===== config.mk =====
export PLATFORM = sky130hd
export DESIGN_NAME = ssf_flags
export DESIGN_NICKNAME = d
export VERILOG_FILES = /design/src/design/ssf_pkg.sv /design/src/design/ssf_cmd_if.sv /design/src/design/ssf_sticky.sv /design/src/design/ssf_flags.sv
export VERILOG_INCLUDE_DIRS = /design/src /design/src/design
export SDC_FILE = /design/constraint.sdc
export NUM_CORES = 1
export LEC_CHECK = 0
export BUFFER_PORTS_ARGS = -buffer_cell sky130_fd_sc_hd__buf_2
export CORE_ASPECT_RATIO = 0.8
export CORE_MARGIN = 2
export CORE_UTILIZATION = 43
export CTS_CLUSTER_DIAMETER = 200
export DETAILED_ROUTE_END_ITERATION = 10
export GPL_ROUTABILITY_DRIVEN = 0
export HOLD_SLACK_MARGIN = 0.06
export PLACE_DENSITY = 0.79
export SKIP_CTS_REPAIR_TIMING = 1
export SLEW_MARGIN = 20
export SYNTH_ARGS = -nofsm -noshare
export SYNTH_HDL_FRONTEND = slang
export SYNTH_HIERARCHICAL = 1
export SYNTH_SLANG_ARGS = --single-unit

===== constraint.sdc =====
create_clock -name sys_clk_in -period 1 [get_ports sys_clk_in]
set_input_delay 0.05 -clock sys_clk_in [delete_from_list [all_inputs] [get_ports sys_clk_in]]
set_output_delay 0.05 -clock sys_clk_in [all_outputs]
set_load 0.02 [all_outputs]

===== src/design/ssf_params.svh =====
// Constants for the stepper status flag bank
// What this block does
// Pump failure sticky until full status read
// Electrical defect ORs faults, clears on status reads
// Summary flag ORs pump, stop, defect, powerup
// Three-bit motion code, reset stopped
// Per-coil over-current sticky until full read
// Safe enable low for one position value
// Sleep flag set on sleep, bus clears
// Missed step flag, reset value one
// Delta high stall flag from comparison
// Delta low stall flag from comparison
// Absolute stall flag above threshold
// Two-bit temperature code, reset normal
// Shutdown flag clears on read when normal
// Warning flag clears on read when normal
// Battery stop flag sticky until status read
// Power-up marker set, cleared by status reads
// External switch flag reported in responses
// Shutdown returns to run after clear
`ifndef SSF_PARAMS_SVH
`define SSF_PARAMS_SVH
`define SSF_SAFE_POS_OFF 11'h400
`define SSF_MOTION_RST 3'h0
`define SSF_TEMP_RST 2'h0
`define SSF_TEMP_NORMAL 2'h0
`define SSF_TEMP_SHUTDOWN 2'h3
`define SSF_MISSED_STEP_RST 1'h1
`define SSF_BEMF_W 8
`define SSF_THR_W 4
`endif


===== src/design/ssf_pkg.sv =====
// Types for the stepper status flag bank
package ssf_pkg;
    // Device operating state as seen by the flag bank
    typedef enum logic [1:0] {SSF_RUN, SSF_SHUTDOWN} ssf_state_e;
    // Read command kinds
    typedef struct packed {
        logic pos_rd;
        logic stat_rd;
        logic full_rd;
    } ssf_cmd_s;
endpackage : ssf_pkg


===== src/design/ssf_cmd_if.sv =====
// Interface carrying served read commands to the clear logic of the flag bank
`timescale 1ns/1ns
interface ssf_cmd_if;
    logic stat_clr; // Status or full status served
    logic full_clr; // Full status served
    modport src (output stat_clr, output full_clr);
    modport dst (input stat_clr, input full_clr);
endinterface : ssf_cmd_if


===== src/design/ssf_sticky.sv =====
// Sticky flag cell: set wins over clear
`timescale 1ns/1ns
module ssf_sticky #(
    parameter logic RST_VAL = 1'b0
) (
    input wire logic sys_clk_in,
    input wire logic rst_n_in,
    input wire logic set_in,
    input wire logic clr_in,
    output logic flag_out
);
    logic next_flag;
    // Set has priority so an event in the clear cycle survives
    always_comb begin
        next_flag = flag_out;
        if (clr_in) begin
            next_flag = 1'b0;
        end
        if (set_in) begin
            next_flag = 1'b1;
        end
    end
    // Register stage
    always_ff @(posedge sys_clk_in or negedge rst_n_in) begin
        if (!rst_n_in) begin
            flag_out <= RST_VAL;
        end else begin
            flag_out <= next_flag;
        end
    end
    a_set_wins: assert property (@(posedge sys_clk_in) disable iff (!rst_n_in)
        set_in |=> flag_out) else $error("sticky flag lost a set");
endmodule : ssf_sticky


===== src/design/ssf_flags.sv =====
// Top of the stepper status flag bank
`timescale 1ns/1ns
`include "ssf_params.svh"
module ssf_flags import ssf_pkg::*; #(
    parameter int BEMF_W = `SSF_BEMF_W,
    parameter int THR_W = `SSF_THR_W
) (
    input wire logic sys_clk_in,
    input wire logic rst_n_in,
    input wire logic pump_fail_in,         // Charge pump fault event
    input wire logic coil_x_oc_in,         // Coil X over-current event
    input wire logic coil_y_oc_in,         // Coil Y over-current event
    input wire logic open_x_in,            // Coil X open circuit
    input wire logic open_y_in,            // Coil Y open circuit
    input wire logic batt_low_in,          // Battery at or below stop level
    input wire logic sleep_enter_in,       // Circuit going to sleep
    input wire logic sleep_clr_in,         // Bus command clears sleep flag
    input wire logic step_lost_in,         // Steps lost event
    input wire logic [2:0] motion_in,      // Motion phase from controller
    input wire logic [1:0] temp_code_in,   // Temperature code
    input wire logic over_shut_temp_in,    // Above shutdown temperature
    input wire logic over_warn_temp_in,    // Above warning temperature
    input wire logic ext_switch_in,        // External switch pin, async
    input wire logic [10:0] safe_position_in,
    input wire logic [BEMF_W-1:0] bemf_in, // Measured back-EMF
    input wire logic [BEMF_W-1:0] bemf_avg_in,
    input wire logic [THR_W-1:0] delta_stall_threshold_in,
    input wire logic [THR_W-1:0] absolute_stall_threshold_in,
    input wire logic bemf_valid_in,        // Compare strobe
    input wire logic position_read_in,     // Position read served
    input wire logic status_read_in,       // Status read served
    input wire logic full_status_read_in,  // Full status read served
    output logic pump_fail_out,
    output logic coil_x_overcurrent_out,
    output logic coil_y_overcurrent_out,
    output logic electrical_defect_out,
    output logic electrical_summary_flag_out,
    output logic battery_stop_flag_out,
    output logic powerup_flag_out,
    output logic sleep_flag_out,
    output logic missed_step_flag_out,
    output logic delta_high_stall_out,
    output logic delta_low_stall_out,
    output logic absolute_stall_out,
    output logic thermal_shutdown_out,
    output logic thermal_warning_flag_out,
    output logic [2:0] motion_out,
    output logic [1:0] temp_code_out,
    output logic ext_switch_flag_out,
    output logic safe_enable_out,
    output logic shutdown_state_out        // High while in shutdown state
);
    ////////////////////////////////////////////////////////////////////////
    // Command decode
    ssf_cmd_if cmd ();
    ssf_cmd_s rd;
    assign rd = '{pos_rd: position_read_in, stat_rd: status_read_in, full_rd: full_status_read_in};
    assign cmd.stat_clr = rd.stat_rd | rd.full_rd;
    assign cmd.full_clr = rd.full_rd;
    logic temp_normal;
    assign temp_normal = (temp_code_in == `SSF_TEMP_NORMAL);

    ////////////////////////////////////////////////////////////////////////
    // Sticky fault cells
    logic defect_src;
    // defect source terms
    assign defect_src = coil_x_oc_in | coil_y_oc_in | open_x_in | open_y_in | pump_fail_in;
    logic [3:0] st_set;
    logic [3:0] st_clr;
    logic [3:0] st_q;
    // pump cleared by full read
    // coils cleared by full read
    assign st_set = {coil_y_oc_in, coil_x_oc_in, pump_fail_in, defect_src};
    assign st_clr = {cmd.full_clr, cmd.full_clr, cmd.full_clr, cmd.stat_clr};
    genvar gi;
    generate
        for (gi = 0; gi < 4; gi++) begin : g_sticky
            ssf_sticky #(.RST_VAL(1'b0)) u_cell (
                .sys_clk_in(sys_clk_in),
                .rst_n_in(rst_n_in),
                .set_in(st_set[gi]),
                .clr_in(st_clr[gi]),
                .flag_out(st_q[gi])
            );
        end
    endgenerate

    ////////////////////////////////////////////////////////////////////////
    // Switch synchroniser: three stages, change accepted when last two agree
    logic [2:0] sw_sync;
    logic [2:0] next_sw_sync;
    logic sw_flag;
    logic next_sw_flag;
    // Shift pin through the chain
    always_comb begin
        next_sw_sync = {sw_sync[1:0], ext_switch_in};
        next_sw_flag = sw_flag;
        if (sw_sync[1] == sw_sync[2]) begin
            next_sw_flag = sw_sync[2];
        end
    end
    // Register synchroniser
    always_ff @(posedge sys_clk_in or negedge rst_n_in) begin
        if (!rst_n_in) begin
            sw_sync <= 3'h0;
            sw_flag <= 1'b0;
        end else begin
            sw_sync <= next_sw_sync;
            sw_flag <= next_sw_flag;
        end
    end

    ////////////////////////////////////////////////////////////////////////
    // Remaining flags and state
    logic pwrup;
    logic next_pwrup;
    logic batt;
    logic next_batt;
    logic slp;
    logic next_slp;
    logic mstep;
    logic next_mstep;
    logic dhi;
    logic next_dhi;
    logic dlo;
    logic next_dlo;
    logic abst;
    logic next_abst;
    logic tsd;
    logic next_tsd;
    logic twn;
    logic next_twn;
    ssf_state_e state;
    ssf_state_e next_state;
    logic summary;
    logic next_summary; // Summary as it reads after this cycle's clears
    logic [BEMF_W:0] hi_lim;
    logic [BEMF_W:0] lo_lim;
    // Compare limits, one bit wider so the sum cannot wrap
    assign hi_lim = {1'b0, bemf_avg_in} + {{(BEMF_W+1-THR_W){1'b0}}, delta_stall_threshold_in};
    assign lo_lim = {1'b0, bemf_avg_in} - {{(BEMF_W+1-THR_W){1'b0}}, delta_stall_threshold_in};
    // electrical summary
    assign summary = st_q[1] | batt | st_q[0] | pwrup;

    // Next values; set terms come last so they win over clears
    always_comb begin
        next_pwrup = pwrup;
        next_batt = batt;
        next_slp = slp;
        next_mstep = mstep;
        next_dhi = dhi;
        next_dlo = dlo;
        next_abst = abst;
        next_tsd = tsd;
        next_twn = twn;
        next_state = state;
        // marker cleared by status reads
        if (cmd.stat_clr) begin
            next_pwrup = 1'b0;
        end
        // battery stop sticky
        if (cmd.stat_clr) begin
            next_batt = 1'b0;
        end
        if (batt_low_in) begin
            next_batt = 1'b1;
        end
        // sleep flag
        if (sleep_clr_in) begin
            next_slp = 1'b0;
        end
        if (sleep_enter_in) begin
            next_slp = 1'b1;
        end
        // missed step, cleared by status reads
        if (cmd.stat_clr) begin
            next_mstep = 1'b0;
        end
        if (step_lost_in) begin
            next_mstep = 1'b1;
        end
        // stall flags, cleared by full read
        if (cmd.full_clr) begin
            next_dhi = 1'b0;
            next_dlo = 1'b0;
            next_abst = 1'b0;
        end
        if (bemf_valid_in) begin
            if ({1'b0, bemf_in} > hi_lim) begin
                next_dhi = 1'b1;
            end
            // A negative limit lies below every reading, so it always sets
            if (lo_lim[BEMF_W] || ({1'b0, bemf_in} > lo_lim)) begin
                next_dlo = 1'b1;
            end
            if (bemf_in > BEMF_W'(absolute_stall_threshold_in)) begin
                next_abst = 1'b1;
            end
        end
        // thermal clear only at normal temperature
        if (cmd.stat_clr && temp_normal) begin
            next_tsd = 1'b0;
            next_twn = 1'b0;
        end
        if (over_shut_temp_in) begin
            next_tsd = 1'b1;
        end
        if (over_warn_temp_in) begin
            next_twn = 1'b1;
        end
        // summary seen after the clear attempt, same terms as R3
        next_summary = (st_set[1] | (st_q[1] & !st_clr[1])) | next_batt
            | (st_set[0] | (st_q[0] & !st_clr[0])) | next_pwrup;
        // Shutdown entry on thermal shutdown flag or shutdown temperature code
        case (state)
            SSF_RUN: begin
                if (tsd || temp_code_in == `SSF_TEMP_SHUTDOWN) begin
                    next_state = SSF_SHUTDOWN;
                end
            end
            SSF_SHUTDOWN: begin
                // leave shutdown only when both flags read zero
                if (cmd.stat_clr && !next_tsd && !next_summary) begin
                    next_state = SSF_RUN;
                end
            end
            default: begin
                next_state = SSF_RUN;
            end
        endcase
    end

    // Register flags and state
    always_ff @(posedge sys_clk_in or negedge rst_n_in) begin
        if (!rst_n_in) begin
            pwrup <= 1'b1;
            batt <= 1'b0;
            slp <= 1'b0;
            mstep <= `SSF_MISSED_STEP_RST;
            dhi <= 1'b0;
            dlo <= 1'b0;
            abst <= 1'b0;
            tsd <= 1'b0;
            twn <= 1'b0;
            state <= SSF_RUN;
        end else begin
            pwrup <= next_pwrup;
            batt <= next_batt;
            slp <= next_slp;
            mstep <= next_mstep;
            dhi <= next_dhi;
            dlo <= next_dlo;
            abst <= next_abst;
            tsd <= next_tsd;
            twn <= next_twn;
            state <= next_state;
        end
    end

    ////////////////////////////////////////////////////////////////////////
    // Output registers
    always_ff @(posedge sys_clk_in or negedge rst_n_in) begin
        if (!rst_n_in) begin
            motion_out <= `SSF_MOTION_RST;
            temp_code_out <= `SSF_TEMP_RST;
            safe_enable_out <= 1'b0;
            electrical_summary_flag_out <= 1'b0;
            shutdown_state_out <= 1'b0;
        end else begin
            // motion code passes through
            motion_out <= motion_in;
            // temperature code
            temp_code_out <= temp_code_in;
            // safe enable decode
            safe_enable_out <= (safe_position_in != `SSF_SAFE_POS_OFF);
            electrical_summary_flag_out <= summary;
            // State flag registered from the next state, so it shows with the state
            shutdown_state_out <= (next_state == SSF_SHUTDOWN);
        end
    end
    // Flags already come from flops
    assign pump_fail_out = st_q[1];
    assign coil_x_overcurrent_out = st_q[2];
    assign coil_y_overcurrent_out = st_q[3];
    assign electrical_defect_out = st_q[0];
    assign battery_stop_flag_out = batt;
    assign powerup_flag_out = pwrup;
    assign sleep_flag_out = slp;
    assign missed_step_flag_out = mstep;
    assign delta_high_stall_out = dhi;
    assign delta_low_stall_out = dlo;
    assign absolute_stall_out = abst;
    assign thermal_shutdown_out = tsd;
    assign thermal_warning_flag_out = twn;
    // switch flag reported
    assign ext_switch_flag_out = sw_flag;

    ////////////////////////////////////////////////////////////////////////
    // Checks
    a_pump_hold: assert property (@(posedge sys_clk_in) disable iff (!rst_n_in)
        pump_fail_out && !full_status_read_in |=> pump_fail_out) else $error("pump flag dropped early");
    a_defect_or: assert property (@(posedge sys_clk_in) disable iff (!rst_n_in)
        open_x_in |=> electrical_defect_out) else $error("defect missed open circuit");
    a_summary_or: assert property (@(posedge sys_clk_in) disable iff (!rst_n_in)
        rst_n_in |=> electrical_summary_flag_out == $past(pump_fail_out | battery_stop_flag_out
        | electrical_defect_out | powerup_flag_out)) else $error("summary not the or of its flags");
    a_motion_copy: assert property (@(posedge sys_clk_in) disable iff (!rst_n_in)
        rst_n_in |=> motion_out == $past(motion_in)) else $error("motion code wrong");
    a_coil_hold: assert property (@(posedge sys_clk_in) disable iff (!rst_n_in)
        coil_x_overcurrent_out && status_read_in && !full_status_read_in |=> coil_x_overcurrent_out)
        else $error("coil flag cleared by status read");
    a_safe_decode: assert property (@(posedge sys_clk_in) disable iff (!rst_n_in)
        safe_position_in == 11'h400 |=> !safe_enable_out) else $error("safe enable wrong");
    a_sleep_set: assert property (@(posedge sys_clk_in) disable iff (!rst_n_in)
        sleep_enter_in |=> sleep_flag_out) else $error("sleep flag not set");
    a_thermal_keep: assert property (@(posedge sys_clk_in) disable iff (!rst_n_in)
        thermal_shutdown_out && temp_code_in != 2'h0 |=> thermal_shutdown_out) else $error("tsd cleared hot");
    a_batt_set: assert property (@(posedge sys_clk_in) disable iff (!rst_n_in)
        batt_low_in |=> battery_stop_flag_out) else $error("battery flag not set");
    a_power_clear: assert property (@(posedge sys_clk_in) disable iff (!rst_n_in)
        status_read_in |=> !powerup_flag_out) else $error("powerup marker not cleared");
    a_switch_lag: assert property (@(posedge sys_clk_in) disable iff (!rst_n_in)
        ext_switch_in [*5] |-> ext_switch_flag_out) else $error("switch flag slow");
endmodule : ssf_flags


Word-level counts from Yosys, hierarchy flattened
Cells that the tools add are included.
W data, S select, Z words.
Storage, ports and cells
  flip-flop bits (word level): 27
  latch bits: 0
  memory bits (writable): 0
  ROM bits: 0
  input port bits: 58
  memories kept: 0
Operators by class
  $add $sub $neg: 2
  multipliers: 0
  div/mod/pow operators: 0
  order comparisons: 3
  equality and inequality tests: 5
  shift operators: 0
  mux-type cells: 28
  bitwise gates (word level): 15
  reductions and logical operators: 18
Operators with widths (count)
  $mux W1: 25
  $gt A8 B9 Y1: 2
  $reduce_bool A2 Y1: 7
  $or A1 B1 Y1: 13
  $ne A11 B11 Y1 const B: 1
  $add A8 B4 Y9: 1
  $sub A8 B4 Y9: 1
  $gt A8 B4 Y1: 1
  $eq A2 B1 Y1 const B: 2
  $logic_not A1 Y1: 4
  $logic_not A2 Y1: 2
  $mux W2: 2
  $pmux W2 S2: 1
  $logic_and A1 B1 Y1: 3
  $and A1 B1 Y1: 2
  $eq A2 B2 Y1 const B: 1
  $logic_or A1 B1 Y1: 2
  $eq A1 B1 Y1: 1

Longest topological paths before layout
Gate-level depths: netlist of the first run.
  depth after elaboration: 12
  depth in mapped cells: 12
  mapped depth without buffers: 12

Hierarchy
Netlist of the first run, hierarchy kept.
Modules (own cells, without submodules)
  ssf_flags: instances 1, cells an instance 172, area an instance 1677.9 um^2, seq. area each 578.1 um^2
  ssf_sticky: instances 4, cells an instance 3, area an instance 36.3 um^2, seq. area each 25.0 um^2

Worst setup path after synthesis of the first run
No wires, ideal clock.
  path type: input to register
  start: in delta_stall_threshold_in[2]
  end: reg dhi (netlist: delta_high_stall_out)
  arrival: 2.056 ns
  setup slack: -1.156 ns
  cell stages on the path: 12
  buffers on the path: 1
  path through: inv_1 -> ha_1 -> clkbuf_1 -> nand2b_1 -> a2bb2oi_1 -> nand3_1 -> xor2_1 -> ha_1 -> nand4_1 -> o221ai_1 -> nor2_1 -> o32ai_1
On the way
  longest elaborated chain between the ends: 4
RTL lines
  from (decl): RTL line ssf_flags.sv:27  | input wire logic [THR_W-1:0] delta_stall_threshold_in,
  $add A8 B4 Y9: RTL line ssf_flags.sv:140  | assign hi_lim = {1'b0, bemf_avg_in} + {{(BEMF_W+1-THR_W){1'b0}}, delta_stall_threshold_in};
  $gt A8 B9 Y1: RTL line ssf_flags.sv:189  | if ({1'b0, bemf_in} > hi_lim) begin
  $mux W1: RTL line ssf_flags.sv:189
  $mux W1: RTL line ssf_flags.sv:188  | if (bemf_valid_in) begin
  net next_dhi: RTL line ssf_flags.sv:124  | logic next_dhi;
  to (signal assigned): RTL line ssf_flags.sv:251  | dhi <= next_dhi;
  to (decl): RTL line ssf_flags.sv:123  | logic dhi;
The timed path passes the listed nets, and every way through them passes these cells.
A chain may end at the register's enable or synchronous reset.

Final worst setup path of the first run
  start: in bemf_avg_in[0]
  end: reg dlo (netlist: delta_low_stall_out)
On the way
  longest elaborated chain between the ends: 5
RTL lines
  from (decl): RTL line ssf_flags.sv:26  | input wire logic [BEMF_W-1:0] bemf_avg_in,
  $sub A8 B4 Y9 *: RTL line ssf_flags.sv:141  | assign lo_lim = {1'b0, bemf_avg_in} - {{(BEMF_W+1-THR_W){1'b0}}, delta_stall_threshold_in};
  $gt A8 B9 Y1: RTL line ssf_flags.sv:193  | if (lo_lim[BEMF_W] || ({1'b0, bemf_in} > lo_lim)) begin
  $logic_or A1 B1 Y1 *: RTL line ssf_flags.sv:193
  $mux W1 *: RTL line ssf_flags.sv:193
  $mux W1 *: RTL line ssf_flags.sv:188
  net next_dlo: RTL line ssf_flags.sv:126  | logic next_dlo;
  to (signal assigned): RTL line ssf_flags.sv:252  | dlo <= next_dlo;
  to (decl): RTL line ssf_flags.sv:125  | logic dlo;
The timed path passes the listed nets; every way through them passes the cells marked *.

==> results of run 1 <==
## metal layers
layer | up-vias | track usage [%]
met5 | - | 0
met3 | 4 | 2.907
li1 | 908 | -
met4 | 0 | 4.091
met2 | 43 | 37.06
met1 | 889 | 25.12
## state kept, by name, summed over array words and instances, names as in the netlist, 2 cells and up
signal                    count
sw_sync                       3
g_sticky.u_cell/flag_out      4
temp_code_out                 2
state                         2
motion_out                    3
## tightest hold or removal path: cells and delay by family
family / cells / cell delay (ns)
simple gates: 2 / 0.09
buf+inv: 1 / 0.08
## metrics by stage
stage	util, %	area [µm²]	setup WS, ns
5_1_grt	71.00	2929	-1.194
3_5_place_dp	62.66	2585	-1.304
2_1_floorplan	-	1908	-0.9472
6_report	71.00	2929	-1.094
4_1_cts	63.85	2634	-1.057
3_3_place_gp	62.66	2585	-1.252
## layout by cell type, fill, tap and decap left out, drive strengths merged, types with 3 or more instances in the layout
master       Yosys  layout
nor2b            5       5
a21oi            8       8
ha              28      28
xnor2            7       7
buf              0     111
dlygate4sd3      0      15
dfrtp           25      25
nand2            6       6
o221ai           3       3
nand4            6       6
clkbuf           2       3
a211oi           3       3
nand3            4       4
o21ai            8       8
xor2             4       4
a21o            10      10
nor3             4       4
nor2            10      10
inv             23      23
## worst max path at each step
| stage | slack [ns] | depth (start not counted) | from | to |
|---|---|---|---|---|
| after global routing | -1.19 | 12 | bemf_avg_in[0] | delta_low_stall_out |
| after detailed placement | -1.30 | 12 | bemf_avg_in[0] | delta_high_stall_out |
| after floorplan | -0.95 | 11 | bemf_avg_in[0] | delta_low_stall_out |
| after global placement | -1.25 | 12 | bemf_avg_in[0] | delta_high_stall_out |
| after CTS | -1.06 | 12 | bemf_avg_in[0] | delta_high_stall_out |
| final | -1.09 | 12 | bemf_avg_in[0] | delta_low_stall_out |
## report_power, final
part           switching (W)  leakage [nW]  internal, W
Clock               0.000332        0.0217     0.000282
Combinational       0.000618          1.11     0.000609
Sequential         0.0000370         0.295      0.00117
## area by class of cell
class                      instances  area (µm²)
clock buffer                       3       41.29
tap                               57       71.32
sequential                        27       681.9
fill                             300        1196
multi-input combinational        132        1190
inverter                          23       98.84
timing repair buffer             126       838.3
clock inverter                     1       7.507
## synth_stat cells (all sizes together) (2+ instances only)
library cell / instances
ha: 28
dfrtp: 25
inv: 23
a21o: 10
nor2: 10
a21oi: 8
o21ai: 8
xnor2: 7
nand2: 6
nand4: 6
nor2b: 5
nand3: 4
nor3: 4
xor2: 4
a211oi: 3
o221ai: 3
a21boi: 2
clkbuf: 2
dfstp: 2
fa: 2
nand2b: 2
nor4: 2
nor4b: 2
o41a: 2
## logic make-up after synthesis
group,share of synthesized area (%)
AOI/OAI and AO/OA,16.54
xor gates and xnor gates,5.285
adders and majority gates,21.96
buffers and inverters,5.148
DFF,37.20
other,0.2057
and+or+nand+nor,13.66
==> impl_metrics.ini, run 1 <==
[worst_setup_path]
crit_chain = buf_12, inv_12, ha_4, fa_2, nor2b_2, o21ai_2, nand2_1, xor2_1, ha_1, a211oi_2, nor4b_2, o221ai_1
crit_buf_inv = 2
slowest_stage = fa_2
r2r_slack_ns = -0.16
crit_fanout = 3
cp-end-kind = flop
r2r.worst_path.cells = 2
worstPathArrival_ns = 2.24
worst_ep_required_time_ns = 1.14
worstSetupPathType = primary input to flop
cp-start-kind = primary input
reg2reg_to = state[0]
worstReg2RegStart = battery_stop_flag_out
crit_family = adder cells
slowest_delay_ns = 0.36

[clock_network]
insertion_delay_ns = 0.27
clock_path_buffers = 2
clockRootBuffer = clkbuf_8
clock_sink_count = 27
cts_tree = yes
cts_made_buffers = 3
cts.clk_slew.worst_paths_ns = 0.09
htree_num_levels = 1

[synthesis]
synth_seq_area_share_pct = 37.20
synth_edf_count = 0
synthesis.area_um2 = 1823
ys.flop_type = dfrtp_1
synth_top_area_cell = dfrtp_1
syn_area_per_cell_um2 = 9.908
synth_seq_cells = 27
async_flop_share_pct = 100.0
synthesis.nets = 272
synth_top_area_share_pct = 34.32
yosysWarnings = 6
synth_cell_type_count = 42
synth_area_leaders = dfrtp_1 (34%), ha_1 (19%), inv_1 (4.7%)
synthCells = 184

[global_routing]
grt_max_degree = 28
grt_pass1_wl_mm = 7.776
grt_usage_pct = 20.16
antenna_found_initial = 0
grt.overflow.total = 0
first_global_vias = 1756

[sta]
final_hold_viol_count = 1
fin_crit_ns = 2.094
worst_hold_slack_ns = -0.01036
setup_violations = 6
worst_clock_skew_ns = 0.008214
maxSlewViolCount = 0
fin_crit_sh_pct = 209.4
finalSetupTns_ns = -2.350
fin_ws_ns = -1.094
max_freq_ghz = 0.4775
rsz0062_at_grt = true

[power_and_ir_drop]
power_w = 0.003045
p_leak_nw = 1.426
p_per_area_nw_per_um2 = 1040
ir_drop_mv = 0.7367

[die]
initial_utilization_pct = 44.19
top_level_ports = 80
dieArea_um2 = 4780
die_x_um = 76.80
die_h_um = 62.24
coreArea_um2 = 4125
row_count = 21

[detailed_routing]
met2_length_mm = 2.948
wl_met3_um = 180
drc_errors = 0
dr.first_iter.drc_count = 64
met1_length_mm = 2.146
routed_wl_mm = 5.320
wl_per_cell_um = 14.42
ant_nets = 0
highest_layer = met4
vias_per_cell = 4.997
dr.pass1.iters = 4
vias = 1844

[status]
violations = negative hold slack, negative setup slack
status = finished with violations

[worst_hold_path]
min_to = safe_enable_out
hp-start = safe_position_in[1]
hp-class = primary input to flop
worstHoldPathCells = 3

[layout]
final_cells = 369
antennaDiodeCount = 0
nets = 401
area_delta_synth_final_pct = 60.67
drive_above_1_share_pct = 46.79

[run]
drv_cap = 0

[place]
port-buffer-count = 78
placed_cells = 348
hpwl_mm = 3.870
(Power assumes the default switching activity.)
==> run 2: changes to the inputs <==
- MAX_ROUTING_LAYER: not set -> met4
==> run 2 against run 1 <==
Against the previous run:
- the run still ends with negative hold slack, negative setup slack left
- setup slack improved by 0.022 ns
- non-clock buffer count is the same
- die area did not move
- clock power about the same
- sequential power hardly changed
- utilization did not move
- cell area stayed put
- critical endpoint unchanged
- largest power group unchanged
- highest routed layer unchanged
==> impl_metrics.ini, run 2 (synthesized netlist as in run 1, its figures left out) <==
[status]
status = finished with violations
violations = negative hold slack, negative setup slack

[place]
dp_slack_ns = -1.304
hpwl_mm = 3.870
placed_area_um2 = 2585
port-buffer-count = 78

[sta]
worst_clock_skew_ns = 0.007230
max_freq_ghz = 0.4826
fin_crit_sh_pct = 207.2
setup_violations = 6
maxSlewViolCount = 0
final_hold_viol_count = 1
worst_hold_slack_ns = -0.01046
fin_ws_ns = -1.072
rsz0062_at_grt = true
fin_crit_ns = 2.072

[worst_setup_path]
crit_family = adder cells
worstSetupPathType = primary input to flop
r2r.worst_path.cells = 2
slowest_stage = fa_2
crit_start = bemf_avg_in[0]
crit_buf_inv = 2
cp.depth = 12
crit_fanout = 3
worst_ep_required_time_ns = 1.14
crit_chain = buf_12, inv_12, ha_4, fa_2, nor2b_2, o21ai_2, nand2_1, xor2_1, ha_1, a211oi_2, nor4b_2, o221ai_1
cp-start-kind = primary input
worstReg2RegStart = battery_stop_flag_out
worstPathArrival_ns = 2.22
slowest_delay_ns = 0.36
cp-end-kind = flop

[worst_hold_path]
worstHoldPathCells = 3
hp-start = safe_position_in[1]
hp-class = primary input to flop

[clock_network]
clock_sink_count = 27
cts_tree = yes
clock_path_buffers = 2
clockRootBuffer = clkbuf_8
insertion_delay_ns = 0.27
cts.clk_slew.worst_paths_ns = 0.09
htree_num_levels = 1
cts_made_buffers = 3

[detailed_routing]
ant_nets = 0
drc_errors = 0
wl_met3_um = 140
dr.first_iter.drc_count = 49
met1_length_mm = 2.199
routed_wl_mm = 5.345
vias_per_cell = 5.005
highest_layer = met4
dr.pass1.iters = 4
wl_per_cell_um = 14.49
vias = 1847
met2_length_mm = 2.961

[layout]
final_common_cell = buf_2
fin_util_pct = 71.00
multiInputGateArea_um2 = 1190
drive_above_1_share_pct = 46.79
area_delta_synth_final_pct = 60.67
top_register = g_sticky.u_cell/flag_out
fillers = 300
largest_reg_flops = 4
largestRegisters = g_sticky.u_cell/flag_out x4, motion_out x3, sw_sync x3
finalInstanceArea_um2 = 2929
antennaDiodeCount = 0
nets = 401
final-seq-area_um2 = 681.9
layout_common_cells = buf_2 (72), buf_4 (32), dfrtp_1 (22)

[power_and_ir_drop]
p_leak_nw = 1.426
ir_drop_mv = 0.7358
p_per_area_nw_per_um2 = 1039

[run]
drv_cap = 0

[die]
die_h_um = 62.24
top_level_ports = 80
initial_utilization_pct = 44.19
dieArea_um2 = 4780
die_x_um = 76.80
coreArea_um2 = 4125
row_count = 21

[global_routing]
grt_pass1_wl_mm = 7.769
grt.overflow.total = 0
grt_max_degree = 28
first_global_vias = 1758
grt_usage_pct = 20.74
antenna_found_initial = 0
run 2: metal layers:
layer	GRT usage [%]	up-vias
met1	25.21	900
li1	-	909
met4	4.091	0
met2	36.95	34
met5	-	-
met3	2.907	4
run 2: where the power goes:
group          total [W]  switching [W]  internal [W]
Sequential       0.00120      0.0000365       0.00117
Combinational    0.00123       0.000618      0.000609
Clock           0.000614       0.000331      0.000282
Total            0.00304       0.000986       0.00206
run 2: path summary, 6_finish.rpt:
check | endpoint | slack [ns]
max in group asynchronous | missed_step_flag_out | 0.39
min in group asynchronous | thermal_warning_flag_out | 0.31
max | delta_low_stall_out | -1.07
min reg2reg | sw_sync[1] | 0.38
max reg2reg | state[0] | -0.16
min | safe_enable_out | -0.01
run 2: final cells by class:
class | instances | area share [%]
clock buffer | 3 | 1.410
clock inverter | 1 | 0.2563
inverter | 23 | 3.375
multi-input combinational | 132 | 40.62
sequential | 27 | 23.28
tap | 57 | 2.435
timing repair buffer | 126 | 28.62
run 2: through the flow:
step	hold WS [ns]	power [W]	TNS, ns	cells
after floorplan	-0.2456	0.001823	-2.211	184
after global placement	0.05676	0.002240	-3.088	348
after detailed placement	0.06147	0.002286	-3.285	348
after CTS	-0.2379	0.002899	-2.445	352
after global routing	0.008784	0.003223	-2.655	369
final	-0.01046	0.003042	-2.323	369
run 2: worst min-delay path, delay by kind of cell:
kind	cells	cell delay, ns
buf+inv	1	0.08
simple gates	2	0.09
